File: src/shared/scp_cfg.svh
// Constants of the serial configuration port: offsets, fields, defaults.
// Assumes inclusion by scp_port.sv only; holds definitions and no logic.
`ifndef SCP_CFG_SVH
`define SCP_CFG_SVH
// -----------------------------------------------------------------
// Register offsets (5-bit serial address space)
// -----------------------------------------------------------------
`define SCP_ADR_PORT_CFG   5'h00
`define SCP_ADR_PLL_DIV    5'h03
`define SCP_ADR_PLL_CP     5'h04
`define SCP_ADR_I_FINE     5'h05
`define SCP_ADR_I_COARSE   5'h06
`define SCP_ADR_I_OFS_HI   5'h07
`define SCP_ADR_I_OFS_LO   5'h08
`define SCP_ADR_Q_FINE     5'h09
`define SCP_ADR_Q_COARSE   5'h0A
`define SCP_ADR_Q_OFS_HI   5'h0B
`define SCP_ADR_Q_OFS_LO   5'h0C
// -----------------------------------------------------------------
// Field positions
// -----------------------------------------------------------------
`define SCP_INS_RW_BIT     7
`define SCP_CFG_BIDIR_BIT  7
`define SCP_CFG_LSB_BIT    6
`define SCP_CFG_SWRST_BIT  5
`define SCP_PLL_EN_BIT     7
`define SCP_CP_MAN_BIT     6
`define SCP_OFS_DIR_BIT    7
// -----------------------------------------------------------------
// Implemented bit masks and reset values
// -----------------------------------------------------------------
`define SCP_MSK_PORT_CFG   8'hE0
`define SCP_MSK_PLL_DIV    8'h03
`define SCP_MSK_PLL_CP     8'hC7
`define SCP_MSK_FULL       8'hFF
`define SCP_MSK_COARSE     8'h0F
`define SCP_MSK_OFS_LO     8'h83
`define SCP_RST_REG        8'h00
// -----------------------------------------------------------------
// Timing: serial clock limit and system clock rate
// -----------------------------------------------------------------
`define SCP_SCLK_MAX_MHZ   15
`define SCP_CLK_MHZ        100
`define SCP_SCLK_MIN_CYC   ((`SCP_CLK_MHZ + `SCP_SCLK_MAX_MHZ - 1) / `SCP_SCLK_MAX_MHZ)
`endif

File: src/shared/scp_pkg.sv
// Types of the serial configuration port: phases, register file, state.
// Assumes the constants header defines all numeric values.
package scp_pkg;
  // Port sequencing phases
  typedef enum logic [1:0] {SCP_INSTR, SCP_DATA, SCP_DONE} scp_phase_t;

  // Stored registers, reserved bits held at zero
  typedef struct packed {
    logic [7:0] r00, r03, r04, r05, r06, r07, r08, r09, r0a, r0b, r0c;
  } scp_regs_t;

  // Whole state of the port
  typedef struct packed {
    logic       sclk_s1, sclk_s2, sclk_d;
    logic       cs_s1, cs_s2;
    logic       din_s1, din_s2;
    scp_phase_t phase;
    logic [2:0] bit_cnt;
    logic [7:0] shreg;
    logic       rw;
    logic [1:0] bytes_left;
    logic [4:0] addr;
    logic [7:0] tx;
    logic       dout;
    scp_regs_t  regs;
  } scp_state_t;

  // Configuration seen by the converter core
  typedef struct packed {
    logic [1:0] pll_div;
    logic       pll_en;
    logic       cp_manual;
    logic [2:0] cp_current;
    logic [2:0] cp_bias_sel;
    logic [7:0] i_fine;
    logic [3:0] i_coarse;
    logic [9:0] i_offset;
    logic       i_offset_dir;
    logic [7:0] q_fine;
    logic [3:0] q_coarse;
    logic [9:0] q_offset;
    logic       q_offset_dir;
    logic       sdio_bidir;
    logic       lsb_first;
  } scp_cfg_out_t;
endpackage : scp_pkg

File: src/rtl/scp_port.sv
// Serial configuration port with its register file, sampled on clk.
// Assumes serial pins are asynchronous to clk and clk is well above the
// serial clock rate; tristate wires are resolved outside from the enables.
//
// Contract
// [RULE1] Eight rising serial edges carry the instruction byte, data follows.
// [RULE2] Instruction bit 7 high means read, low means write.
// [RULE3] Instruction bits 6:5 give one to four data bytes.
// [RULE4] Bits 4:0 give the first address; later addresses made internally.
// [RULE5] Chip select high then low restarts at the instruction phase.
// [RULE6] A byte cut short by chip select writes nothing.
// [RULE7] Each write byte lands at once on its last bit.
// [RULE8] Input sampled on rising, output changed on falling serial edges.
// [RULE9] Host keeps the serial clock at or below 15 MHz.
// [RULE10] Both data pins float while chip select is high.
// [RULE11] Host holds chip select low for the whole cycle.
// [RULE12] Register 00h bit 7 makes the data pin bidirectional; default input.
// [RULE13] In bidirectional mode the separate output pin always floats.
// [RULE14] Register 00h bit 6 selects least significant bit first.
// [RULE15] Register 03h bits 1:0 give divide by one, two, four or eight.
// [RULE16] Register 04h bit 7 enables the PLL, default off.
// [RULE17] Register 04h bit 6 picks manual charge pump, default automatic.
// [RULE18] Register 04h bits 2:0 set manual bias, 50 to 800 microamps.
// [RULE19] Fine gain, eight bits, at 05h for I and 09h for Q.
// [RULE20] Coarse gain, four bits, at 06h for I and 0Ah for Q.
// [RULE21] Ten-bit offset from high byte and low two bits of each pair.
// [RULE22] Bit 7 of 08h or 0Ch sets offset direction.
// [RULE23] Multibyte address steps down in MSB-first, up in LSB-first.
// [RULE24] Software reset bit defaults all registers except 00h.
// [RULE25] Reads shift register contents out in the selected bit order.
`timescale 1ns/10ps
`include "scp_cfg.svh"

module scp_port (
  input  wire logic          clk,
  input  wire logic          rst,
  input  wire logic          serial_clk,
  input  wire logic          chip_select_n,
  input  wire logic          serial_data_io_in,
  output logic               serial_data_io_out,
  output logic               serial_data_io_oe,
  output logic               serial_data_out_pin,
  output logic               serial_data_out_pin_oe,
  output scp_pkg::scp_cfg_out_t cfg
);
  import scp_pkg::*;

  // -----------------------------------------------------------------
  // Reset image of the register file
  // -----------------------------------------------------------------
  localparam scp_regs_t REG_DFLT = '{
    r00: `SCP_RST_REG, r03: `SCP_RST_REG, r04: `SCP_RST_REG,
    r05: `SCP_RST_REG, r06: `SCP_RST_REG, r07: `SCP_RST_REG,
    r08: `SCP_RST_REG, r09: `SCP_RST_REG, r0a: `SCP_RST_REG,
    r0b: `SCP_RST_REG, r0c: `SCP_RST_REG};

  scp_state_t s_r;
  scp_state_t s_nxt;
  logic       rise;
  logic       fall;
  logic       lsb;
  logic [7:0] byte_in;
  logic [4:0] addr_step;
  logic       ins_done;
  logic       byte_done;
  logic       wr_evt;
  logic       rd_act;

  // -----------------------------------------------------------------
  // Register read mux
  // -----------------------------------------------------------------
  // Unmapped addresses read zero so a multibyte read can walk past holes
  function automatic logic [7:0] rd_reg(input scp_regs_t r, input logic [4:0] a);
    logic [7:0] v;
    v = 8'h00;
    case (a)
      `SCP_ADR_PORT_CFG: v = r.r00;
      `SCP_ADR_PLL_DIV:  v = r.r03;
      `SCP_ADR_PLL_CP:   v = r.r04;
      `SCP_ADR_I_FINE:   v = r.r05;
      `SCP_ADR_I_COARSE: v = r.r06;
      `SCP_ADR_I_OFS_HI: v = r.r07;
      `SCP_ADR_I_OFS_LO: v = r.r08;
      `SCP_ADR_Q_FINE:   v = r.r09;
      `SCP_ADR_Q_COARSE: v = r.r0a;
      `SCP_ADR_Q_OFS_HI: v = r.r0b;
      `SCP_ADR_Q_OFS_LO: v = r.r0c;
      default:           v = 8'h00;
    endcase
    return v;
  endfunction : rd_reg

  // -----------------------------------------------------------------
  // Register write with field masks
  // -----------------------------------------------------------------
  function automatic scp_regs_t wr_reg(input scp_regs_t r, input logic [4:0] a,
                                       input logic [7:0] d);
    scp_regs_t w;
    w = r;
    case (a)
      `SCP_ADR_PORT_CFG: begin
        w = r;
        // Software reset defaults the rest; the port configuration takes the written byte
        if (d[`SCP_CFG_SWRST_BIT]) begin
          w = REG_DFLT; // [RULE24]
        end
        w.r00 = d & `SCP_MSK_PORT_CFG; // [RULE12] [RULE14]
      end
      `SCP_ADR_PLL_DIV:  w.r03 = d & `SCP_MSK_PLL_DIV; // [RULE15]
      `SCP_ADR_PLL_CP:   w.r04 = d & `SCP_MSK_PLL_CP; // [RULE16] [RULE17] [RULE18]
      `SCP_ADR_I_FINE:   w.r05 = d & `SCP_MSK_FULL; // [RULE19]
      `SCP_ADR_I_COARSE: w.r06 = d & `SCP_MSK_COARSE; // [RULE20]
      `SCP_ADR_I_OFS_HI: w.r07 = d & `SCP_MSK_FULL; // [RULE21]
      `SCP_ADR_I_OFS_LO: w.r08 = d & `SCP_MSK_OFS_LO; // [RULE21] [RULE22]
      `SCP_ADR_Q_FINE:   w.r09 = d & `SCP_MSK_FULL; // [RULE19]
      `SCP_ADR_Q_COARSE: w.r0a = d & `SCP_MSK_COARSE; // [RULE20]
      `SCP_ADR_Q_OFS_HI: w.r0b = d & `SCP_MSK_FULL; // [RULE21]
      `SCP_ADR_Q_OFS_LO: w.r0c = d & `SCP_MSK_OFS_LO; // [RULE21] [RULE22]
      default:           w = r;
    endcase
    return w;
  endfunction : wr_reg

  // -----------------------------------------------------------------
  // Edge detection and byte assembly
  // -----------------------------------------------------------------
  // Only the second sync stage and its delayed copy feed the detectors
  assign rise = s_r.sclk_s2 & ~s_r.sclk_d;
  assign fall = ~s_r.sclk_s2 & s_r.sclk_d;
  assign lsb  = s_r.regs.r00[`SCP_CFG_LSB_BIT];

  // Bit order is read live, so a config write mid-cycle acts at once
  assign byte_in = lsb ? {s_r.din_s2, s_r.shreg[7:1]} // [RULE14]
                       : {s_r.shreg[6:0], s_r.din_s2};

  // Address generator wraps in the 5-bit space
  assign addr_step = lsb ? s_r.addr + 5'h01 : s_r.addr - 5'h01; // [RULE23]

  // -----------------------------------------------------------------
  // Next-state logic
  // -----------------------------------------------------------------
  always_comb begin
    s_nxt     = s_r;
    ins_done  = 1'b0;
    byte_done = 1'b0;
    wr_evt    = 1'b0;

    // Two-stage synchronisers for every serial pin
    s_nxt.sclk_s1 = serial_clk;
    s_nxt.sclk_s2 = s_r.sclk_s1;
    s_nxt.sclk_d  = s_r.sclk_s2;
    s_nxt.cs_s1   = chip_select_n;
    s_nxt.cs_s2   = s_r.cs_s1;
    s_nxt.din_s1  = serial_data_io_in;
    s_nxt.din_s2  = s_r.din_s1;

    if (s_r.cs_s2) begin
      // Deselected: drop any partial byte and rearm
      s_nxt.phase   = SCP_INSTR; // [RULE5] [RULE6]
      s_nxt.bit_cnt = 3'd0;
      s_nxt.dout    = 1'b0;
    end else if (rise) begin
      // Sample input on the rising serial edge
      s_nxt.shreg   = byte_in; // [RULE8]
      s_nxt.bit_cnt = s_r.bit_cnt + 3'd1;
      if (s_r.bit_cnt == 3'd7) begin
        case (s_r.phase)
          SCP_INSTR: begin
            ins_done         = 1'b1; // [RULE1]
            s_nxt.rw         = byte_in[`SCP_INS_RW_BIT]; // [RULE2]
            s_nxt.bytes_left = byte_in[6:5]; // [RULE3]
            s_nxt.addr       = byte_in[4:0]; // [RULE4]
            s_nxt.tx         = rd_reg(s_r.regs, byte_in[4:0]); // [RULE25]
            s_nxt.phase      = SCP_DATA;
          end
          SCP_DATA: begin
            byte_done        = 1'b1;
            wr_evt           = ~s_r.rw; // [RULE7]
            s_nxt.addr       = addr_step; // [RULE4] [RULE23]
            s_nxt.tx         = rd_reg(s_r.regs, addr_step); // [RULE25]
            s_nxt.bytes_left = s_r.bytes_left - 2'd1;
            if (s_r.bytes_left == 2'd0) begin
              s_nxt.phase = SCP_DONE; // [RULE3]
            end
          end
          default: begin
            s_nxt.phase = SCP_DONE;
          end
        endcase
      end
    end else if (fall && s_r.phase == SCP_DATA && s_r.rw) begin
      // Launch read data on the falling edge so the host samples a rise
      s_nxt.dout = lsb ? s_r.tx[0] : s_r.tx[7]; // [RULE8] [RULE25]
      s_nxt.tx   = lsb ? {1'b0, s_r.tx[7:1]} : {s_r.tx[6:0], 1'b0};
    end

    // Writes land on the last bit, before the cycle ends
    if (wr_evt) begin
      s_nxt.regs = wr_reg(s_r.regs, s_r.addr, byte_in); // [RULE7]
    end
  end

  // -----------------------------------------------------------------
  // State register
  // -----------------------------------------------------------------
  always_ff @(posedge clk or posedge rst) begin
    if (rst) begin
      s_r       <= '0;
      s_r.cs_s1 <= 1'b1;
      s_r.cs_s2 <= 1'b1;
      s_r.regs  <= REG_DFLT;
    end else begin
      s_r <= s_nxt;
    end
  end

  // -----------------------------------------------------------------
  // Pin drivers
  // -----------------------------------------------------------------
  // Drive only during a read data phase with chip select low
  assign rd_act = ~s_r.cs_s2 & (s_r.phase == SCP_DATA) & s_r.rw; // [RULE10]
  assign serial_data_io_out     = s_r.dout;
  assign serial_data_out_pin    = s_r.dout;
  assign serial_data_io_oe      = rd_act & cfg.sdio_bidir; // [RULE12]
  assign serial_data_out_pin_oe = rd_act & ~cfg.sdio_bidir; // [RULE13]

  // -----------------------------------------------------------------
  // Configuration outputs to the converter core
  // -----------------------------------------------------------------
  // Automatic bias reuses the divider code; the core maps codes to currents
  always_comb begin
    cfg              = '0;
    cfg.sdio_bidir   = s_r.regs.r00[`SCP_CFG_BIDIR_BIT]; // [RULE12]
    cfg.lsb_first    = s_r.regs.r00[`SCP_CFG_LSB_BIT]; // [RULE14]
    cfg.pll_div      = s_r.regs.r03[1:0]; // [RULE15]
    cfg.pll_en       = s_r.regs.r04[`SCP_PLL_EN_BIT]; // [RULE16]
    cfg.cp_manual    = s_r.regs.r04[`SCP_CP_MAN_BIT];
    cfg.cp_current   = s_r.regs.r04[2:0]; // [RULE18]
    cfg.cp_bias_sel  = cfg.cp_manual ? cfg.cp_current
                                     : {1'b0, cfg.pll_div}; // [RULE17]
    cfg.i_fine       = s_r.regs.r05; // [RULE19]
    cfg.i_coarse     = s_r.regs.r06[3:0]; // [RULE20]
    cfg.i_offset     = {s_r.regs.r07, s_r.regs.r08[1:0]}; // [RULE21]
    cfg.i_offset_dir = s_r.regs.r08[`SCP_OFS_DIR_BIT]; // [RULE22]
    cfg.q_fine       = s_r.regs.r09; // [RULE19]
    cfg.q_coarse     = s_r.regs.r0a[3:0]; // [RULE20]
    cfg.q_offset     = {s_r.regs.r0b, s_r.regs.r0c[1:0]}; // [RULE21]
    cfg.q_offset_dir = s_r.regs.r0c[`SCP_OFS_DIR_BIT]; // [RULE22]
  end

  // -----------------------------------------------------------------
  // Assertions
  // -----------------------------------------------------------------
  property p_instr_to_data;
    @(posedge clk) disable iff (rst)
      (~s_r.cs_s2 && rise && s_r.phase == SCP_INSTR && s_r.bit_cnt == 3'd7)
      |=> (s_r.phase == SCP_DATA && s_r.bit_cnt == 3'd0);
  endproperty
  a_instr_to_data: assert property (p_instr_to_data) // [RULE1]
    else $error("instruction byte did not open data phase");

  property p_rw_decode;
    @(posedge clk) disable iff (rst)
      ins_done |=> (s_r.rw == $past(byte_in[7]));
  endproperty
  a_rw_decode: assert property (p_rw_decode) // [RULE2]
    else $error("direction flag not taken from bit 7");

  property p_count_decode;
    @(posedge clk) disable iff (rst)
      ins_done |=> (s_r.bytes_left == $past(byte_in[6:5]));
  endproperty
  a_count_decode: assert property (p_count_decode) // [RULE3]
    else $error("byte count not taken from bits 6:5");

  property p_addr_decode;
    @(posedge clk) disable iff (rst)
      ins_done |=> (s_r.addr == $past(byte_in[4:0]));
  endproperty
  a_addr_decode: assert property (p_addr_decode) // [RULE4]
    else $error("start address not taken from bits 4:0");

  property p_restart;
    @(posedge clk) disable iff (rst)
      s_r.cs_s2 |=> (s_r.phase == SCP_INSTR && s_r.bit_cnt == 3'd0);
  endproperty
  a_restart: assert property (p_restart) // [RULE5]
    else $error("chip select high did not rearm the port");

  property p_no_partial_write;
    @(posedge clk) disable iff (rst)
      s_r.cs_s2 |=> $stable(s_r.regs);
  endproperty
  a_no_partial_write: assert property (p_no_partial_write) // [RULE6]
    else $error("register changed while deselected");

  property p_write_now;
    @(posedge clk) disable iff (rst)
      (wr_evt && s_r.addr == `SCP_ADR_I_FINE) |=> (s_r.regs.r05 == $past(byte_in));
  endproperty
  a_write_now: assert property (p_write_now) // [RULE7]
    else $error("write byte not stored on its last bit");

  property p_out_on_fall;
    @(posedge clk) disable iff (rst)
      ($changed(s_r.dout) && ~s_r.cs_s2) |-> $past(fall);
  endproperty
  a_out_on_fall: assert property (p_out_on_fall) // [RULE8]
    else $error("output data changed away from a falling edge");

  property p_float_deselected;
    @(posedge clk) disable iff (rst)
      s_r.cs_s2 |-> (!serial_data_io_oe && !serial_data_out_pin_oe);
  endproperty
  a_float_deselected: assert property (p_float_deselected) // [RULE10]
    else $error("data pin driven while deselected");

  property p_sdio_input_only;
    @(posedge clk) disable iff (rst)
      !cfg.sdio_bidir |-> !serial_data_io_oe;
  endproperty
  a_sdio_input_only: assert property (p_sdio_input_only) // [RULE12]
    else $error("data pin driven in input-only mode");

  property p_sdo_float_bidir;
    @(posedge clk) disable iff (rst)
      cfg.sdio_bidir |-> !serial_data_out_pin_oe;
  endproperty
  a_sdo_float_bidir: assert property (p_sdo_float_bidir) // [RULE13]
    else $error("separate output driven in bidirectional mode");

  property p_addr_step;
    @(posedge clk) disable iff (rst)
      (byte_done && !lsb) |=> (s_r.addr == $past(s_r.addr) - 5'h01);
  endproperty
  a_addr_step: assert property (p_addr_step) // [RULE23]
    else $error("address did not step down in MSB-first mode");

  property p_soft_reset;
    @(posedge clk) disable iff (rst)
      (wr_evt && s_r.addr == `SCP_ADR_PORT_CFG && byte_in[`SCP_CFG_SWRST_BIT])
      |=> (s_r.regs.r05 == `SCP_RST_REG && s_r.regs.r0c == `SCP_RST_REG);
  endproperty
  a_soft_reset: assert property (p_soft_reset) // [RULE24]
    else $error("software reset left a register set");

  property p_addr_step_up;
    @(posedge clk) disable iff (rst)
      (byte_done && lsb) |=> (s_r.addr == $past(s_r.addr) + 5'h01);
  endproperty
  a_addr_step_up: assert property (p_addr_step_up) // [RULE23]
    else $error("address did not step up in LSB-first mode");

  // The top bit goes first, so a swapped shift direction shows at once
  property p_read_msb_first;
    @(posedge clk) disable iff (rst)
      (fall && !s_r.cs_s2 && s_r.phase == SCP_DATA && s_r.rw && !lsb)
      |=> (s_r.dout == $past(s_r.tx[7]));
  endproperty
  a_read_msb_first: assert property (p_read_msb_first) // [RULE25]
    else $error("read bit not taken from the top of the byte");

  property p_done_no_write;
    @(posedge clk) disable iff (rst)
      (s_r.phase == SCP_DONE) |-> !wr_evt;
  endproperty
  a_done_no_write: assert property (p_done_no_write) // [RULE3]
    else $error("write after the last counted byte");

  property p_write_no_drive;
    @(posedge clk) disable iff (rst)
      !s_r.rw |-> (!serial_data_io_oe && !serial_data_out_pin_oe);
  endproperty
  a_write_no_drive: assert property (p_write_no_drive) // [RULE2]
    else $error("data pin driven during a write");

endmodule : scp_port

File: config.mk
export PLATFORM = sky130hd
export DESIGN_NAME = scp_port
export DESIGN_NICKNAME = d
export VERILOG_FILES = /design/src/shared/scp_pkg.sv /design/src/rtl/scp_port.sv
export VERILOG_INCLUDE_DIRS = /design/src /design/src/shared
export SDC_FILE = /design/constraint.sdc
export NUM_CORES = 1
export LEC_CHECK = 0
export BUFFER_PORTS_ARGS = -buffer_cell sky130_fd_sc_hd__buf_2
export CAP_MARGIN = 20
export CORE_AREA = 2 2 119 121
export DETAILED_ROUTE_END_ITERATION = 12
export DIE_AREA = 0 0 121 123
export GPL_ROUTABILITY_DRIVEN = 0
export PLACE_DENSITY = 0.66
export SLEW_MARGIN = 20
export SYNTH_ARGS = -nofsm -noshare
export SYNTH_HDL_FRONTEND = slang
export SYNTH_SLANG_ARGS = --single-unit
File: constraint.sdc
create_clock -name clk -period 8.02 [get_ports clk]
set_input_delay 0.802 -clock clk [delete_from_list [all_inputs] [get_ports clk]]
set_output_delay 0.802 -clock clk [all_outputs]
set_load 0.02 [all_outputs]
# Word-level counts from Yosys, hierarchy flattened
# Cells that the tools add are included.
# word_totals
reg_bits	120
latchBits	0
mem_bits_rw	0
mem_bits_ro	0
mem_count	0
# classes
addsub	4
multipliers	0
div	0
magnitude_cmp	0
eq_ne	37
shifts	0
n_mux	34
n_bitwise	11
reduce_logical	39
# ops
cell	count
$pmux 8 s11	2
$pmux 8 s2	10
$mux 80	1
$eq 5x4->1 const B	15
$eq 5x3->1 const B	12
$reduce_and 3->1	11
$pmux 15 s2	1
$reduce_bool 2->1	15
$mux 8	3
$mux 21	1
$mux 16	1
$eq 5x2->1 const B	3
$logic_not 5->1	3
$reduce_and 4->1	3
$mux 5	2
$mux 9	1
$mux 1	8
$and 1x1->1	6
$reduce_and 2->1	3
$add 5x1->5 const B	1
$not 1->1	5
$sub 5x1->5 const B	1
$logic_not 2->1	2
$mux 2	2
other kinds (11)	13

# Logic depth before layout (Yosys ltp)
# logic_depth
word_depth	8
mapped_depth	13
depth_no_buf	10

# Worst setup path before layout
# OpenSTA, ideal clock, no wires.
# synth_timing
path_type	flip-flop to flip-flop
from	register s_r (netlist bit cfg[0])
to	register s_r[96] in the netlist's numbering
setup_ps	139
arrival_ps	2694
required_time_ps	7881
path_slack_ps	5187
stages_incl_launch_ff	11
n_path_buf	2
cell_sequence	dfrtp_1 -> buf_6 -> buf_6 -> inv_1 -> ha_1 -> a211oi_4 -> nor2_1 -> xor2_1 -> mux2_2 -> a221oi_1 -> a22oi_1
# synth_between
elab_chain_len	6
elab_cells_between_ends	31
# synth_rtl
item	line_no	rtl
start: declaration	scp_port.sv:57	scp_state_t s_r;
start signal: assignment	scp_port.sv:213	s_r <= s_nxt;
$mux 5 or $mux 8 (tied branches)	scp_port.sv:137, scp_port.sv:133	
$eq 5x4->1, or another cell as far along	scp_port.sv:76	case (a)
$pmux 8 s11	scp_port.sv:76	
$pmux 15 s2	scp_port.sv:167	case (s_r.phase)
$mux 16	scp_port.sv:166	if (s_r.bit_cnt == 3'd7) begin
$mux 8 *	scp_port.sv:162	end else if (rise) begin
# Mark *: on every way between the ends. The rest lies on a longest branch, timed or not. The select of a mux whose other input is x is not followed.
# A chain may end at the register's enable or synchronous reset.

# Worst setup path in the final report
# layout_timing
from	register s_r (netlist bit cfg[0])
to	register s_r[94] in the netlist's numbering
# The elaborated chain is that of the path after synthesis.

==> metrics.txt <==
# TYPE chip_impl_metric gauge
chip_impl_metric{name="cts_setup_buffers",unit=""} 0
chip_impl_info{name="holdCritPathClass",value="reg -> reg"} 1
chip_impl_info{name="setup.worst_path.end_class",value="flop"} 1
chip_impl_metric{name="yosys_register_bits",unit=""} 93
chip_impl_metric{name="skew",unit="ns"} 0.00611
chip_impl_metric{name="grt_start_max_net_pins",unit=""} 58
chip_impl_metric{name="grt_util_all_layers",unit="%"} 25.3
chip_impl_metric{name="drt-pass1-iter-count",unit=""} 6
chip_impl_metric{name="critical_path_peak_fanout",unit=""} 42
chip_impl_info{name="cts-root-buf",value="clkbuf_16"} 1
chip_impl_metric{name="die_width",unit="um"} 121
chip_impl_info{name="tritoncts_clock_tree",value="built"} 1
chip_impl_metric{name="timing.critical_path.arrival",unit="ns"} 4.08
chip_impl_metric{name="async_flop_share",unit="%"} 100
chip_impl_metric{name="peakVddDrop",unit="mV"} 0.0750
chip_impl_metric{name="slew_headroom",unit="%"} 31.3
chip_impl_metric{name="finish.instance_area",unit="um2"} 6300
chip_impl_metric{name="drt_iter0_markers",unit=""} 749
chip_impl_metric{name="antenna_found_initial",unit=""} 0
chip_impl_metric{name="timing.fmax",unit="MHz"} 263
chip_impl_metric{name="finalHoldViolCount",unit=""} 0
chip_impl_metric{name="synth.distinct_cells",unit=""} 84
chip_impl_metric{name="tns",unit="ns"} 0
chip_impl_metric{name="routed_wl",unit="um"} 18300
chip_impl_metric{name="die_h",unit="um"} 123
chip_impl_metric{name="grt_residual_overflow",unit=""} 0
chip_impl_metric{name="route.vias.total",unit=""} 5138
chip_impl_metric{name="cts_bufs_inserted",unit=""} 9
chip_impl_metric{name="syn_area",unit="um2"} 6030
chip_impl_metric{name="total_power",unit="uW"} 1070
chip_impl_metric{name="drt-wirelength-per-cell",unit="um"} 22.7
chip_impl_metric{name="drcViolationCount",unit=""} 0
chip_impl_info{name="crit_type",value="reg -> reg"} 1
chip_impl_metric{name="cts.htree.levels",unit=""} 3
chip_impl_metric{name="syn_nets",unit=""} 652
chip_impl_metric{name="vias_per_cell",unit=""} 6.37
chip_impl_metric{name="die-area",unit="um2"} 14900
chip_impl_metric{name="synth_area_per_cell",unit="um2"} 9.47
chip_impl_metric{name="cap_violations",unit=""} 0
chip_impl_metric{name="route.antenna.remaining_nets",unit=""} 0
chip_impl_metric{name="grt_pass1_wl",unit="um"} 28300
chip_impl_metric{name="grt_pass1_vias",unit=""} 4843
chip_impl_metric{name="cts_hold_bufs",unit=""} 0
chip_impl_metric{name="fin_util",unit="%"} 46.3
chip_impl_metric{name="std_cell_rows",unit=""} 43
chip_impl_metric{name="core-area",unit="um2"} 13600
chip_impl_metric{name="finalCriticalPeriod",unit="ns"} 3.81
chip_impl_metric{name="static-leakage-power",unit="uW"} 0.00268
chip_impl_metric{name="numPlacedInstances",unit=""} 792
chip_impl_metric{name="netlist_instances",unit=""} 636
chip_impl_info{name="run_status",value="completed"} 1
chip_impl_metric{name="layout-area-overhead-vs-synth",unit="%"} 4.59
chip_impl_metric{name="post_cts_resized",unit=""} 0
chip_impl_metric{name="ys_warns",unit=""} 0
chip_impl_metric{name="initial_utilization",unit="%"} 44.3
chip_impl_metric{name="cts_buffer_depth",unit=""} 2
chip_impl_info{name="rsz0062_at_grt",value="no"} 1
chip_impl_metric{name="io-pin-count",unit=""} 67
chip_impl_metric{name="layout-drive-gt1-share",unit="%"} 21.1
chip_impl_metric{name="setup_viol",unit=""} 0
chip_impl_metric{name="cts.reportedPaths.clkPinSlew",unit="ns"} 0.06
chip_impl_metric{name="final_nets",unit=""} 639
chip_impl_metric{name="cts.sink_count",unit=""} 93
chip_impl_metric{name="clk_latency",unit="ns"} 0.36
chip_impl_metric{name="insertedDiodeCount",unit=""} 0
chip_impl_metric{name="seq_area_frac_synth",unit="%"} 38.7
chip_impl_metric{name="period_share",unit="%"} 47.5
chip_impl_metric{name="stdcell_count",unit=""} 807
chip_impl_metric{name="synth_enable_flop_cells",unit=""} 0
chip_impl_metric{name="timing_max_transition_violations_final",unit=""} 0
chip_impl_metric{name="post_dp_cell_area",unit="um2"} 6000
chip_impl_info{name="yosys_most_used_dff",value="dfrtp_1"} 1
chip_impl_info{name="crit_path_start_kind",value="flop"} 1
chip_impl_metric{name="total_of_buffers_placed_on_input_and_output_ports",unit=""} 66
chip_impl_metric{name="dp_hpwl",unit="um"} 13200
chip_impl_metric{name="required",unit="ns"} 8.29
chip_impl_metric{name="worst-slew-pin-transition",unit="ns"} 1.03
chip_impl_metric{name="power_density",unit="nW/um2"} 169
-- stage by stage --
step / setup slack (ns) / hold WS [ns]
final: 4.21 / 0.349
after global routing: 3.99 / 0.358
after CTS: 4.28 / 0.352
after detailed placement: 4.30 / 0.338
after global placement: 4.51 / 0.334
after floorplan: 4.80 / 0.331
-- worst max-delay path, stage by stage, from the launching register on --
cell and delay (ns):
dfrtp_2 0.97, inv_1 0.38, fa_1 0.68, a21o_1 0.23, a21oi_2 0.18, xnor3_1 0.38, nor3b_1 0.46, nand4_1 0.16
a41oi_1 0.24
-- synthesized netlist by cell type (all sizes together), types with 3 or more instances --
cell type	instances	share of area [%]
xnor2	6	0.87
inv	8	0.50
buf	78	9.3
or2	4	0.42
o22ai	9	0.93
dfrtp	91	38
clkbuf	17	1.1
nor2b	4	0.42
nor3b	4	0.77
nand2	67	4.2
o31ai	7	0.87
a22oi	14	1.7
a22o	26	3.8
nand3	12	1.1
a2bb2oi	3	0.44
nand3b	5	0.83
a32oi	4	0.58
a222oi	6	1.0
a31oi	6	0.73
nand4	4	0.42
and3	7	0.73
nor3	6	0.66
a21oi	29	2.7
mux2i	27	4.7
nand2b	5	0.52
a221oi	8	1.2
or3	4	0.42
and2	4	0.42
ha	10	2.1
a211oi	4	0.71
mux2	20	3.8
nor2	48	3.0
a41oi	3	0.44
o21ai	46	3.9
-- layout by cell type (no fill, tap or decap), types with 8 or more instances in the layout --
cell and n:
nor2_1 48, a22o_1 26, a22oi_1 14, buf_2 66, o21ai_0 40, mux2_2 19, mux2i_1 25, nand3_1 11
a221oi_1 8, clkbuf_16 9, dfrtp_1 90, ha_1 10, nand2_1 67, a21oi_1 27, o22ai_1 9
-- where the power goes --
group,internal (uW),switching (uW),total (uW),leakage (uW)
Clock,249,188,437,0.000137
Combinational,34.9,86.2,121,0.00129
Sequential,481,27.1,508,0.00125
Total,765,301,1070,0.00268
-- layout make-up --
cell class | count | area (um2)
inverter | 8 | 32.5
tap | 180 | 225
fill | 1306 | 7310
clock inverter | 5 | 61.3
clock buffer | 10 | 239
sequential | 93 | 2330
multi-input combinational | 440 | 3050
timing repair buffer | 71 | 368
-- flip-flops by register name, summed over array words and instances, names as in the netlist --
name	cells
cfg	55
s_nxt	4
serial_data_io_out	1
s_r	33
-- kinds of logic after synthesis --
kind of cell | count (synthesis) | synth area share, %
adder cells (fa/ha/maj) | 11 | 2.41
XOR/XNOR | 9 | 1.54
flip-flops | 93 | 38.7
buffers and inverters | 103 | 10.9
multiplexers | 47 | 8.49
AO/OA/AOI/OAI | 188 | 22.5
AND/OR/NAND/NOR | 185 | 15.5
-- per-layer routing --
layer / up-vias / global-route usage (%) / routed length (um)
li1: 2262 / - / -
met2: 292 / 36.8 / 8000
met5: - / 0 / 0
met4: 0 / 13.3 / 774
met1: 2527 / 34.9 / 7750
met3: 57 / 5.90 / 1760
-- worst paths after layout --
kind / start / to / slack [ns] / depth (start not counted)
min: s_nxt[123] / s_nxt[122] / 0.35 / 0
max: cfg[0] / s_r[94] / 4.21 / 8
max in group asynchronous: rst / cfg[0] / 6.43 / 3
max reg2reg: cfg[0] / s_r[94] / 4.21 / 8
min reg2reg: s_nxt[123] / s_nxt[122] / 0.35 / 0
min in group asynchronous: rst / s_r[115] / 0.47 / 2
Note: power is estimated with default switching activity, not from simulation.
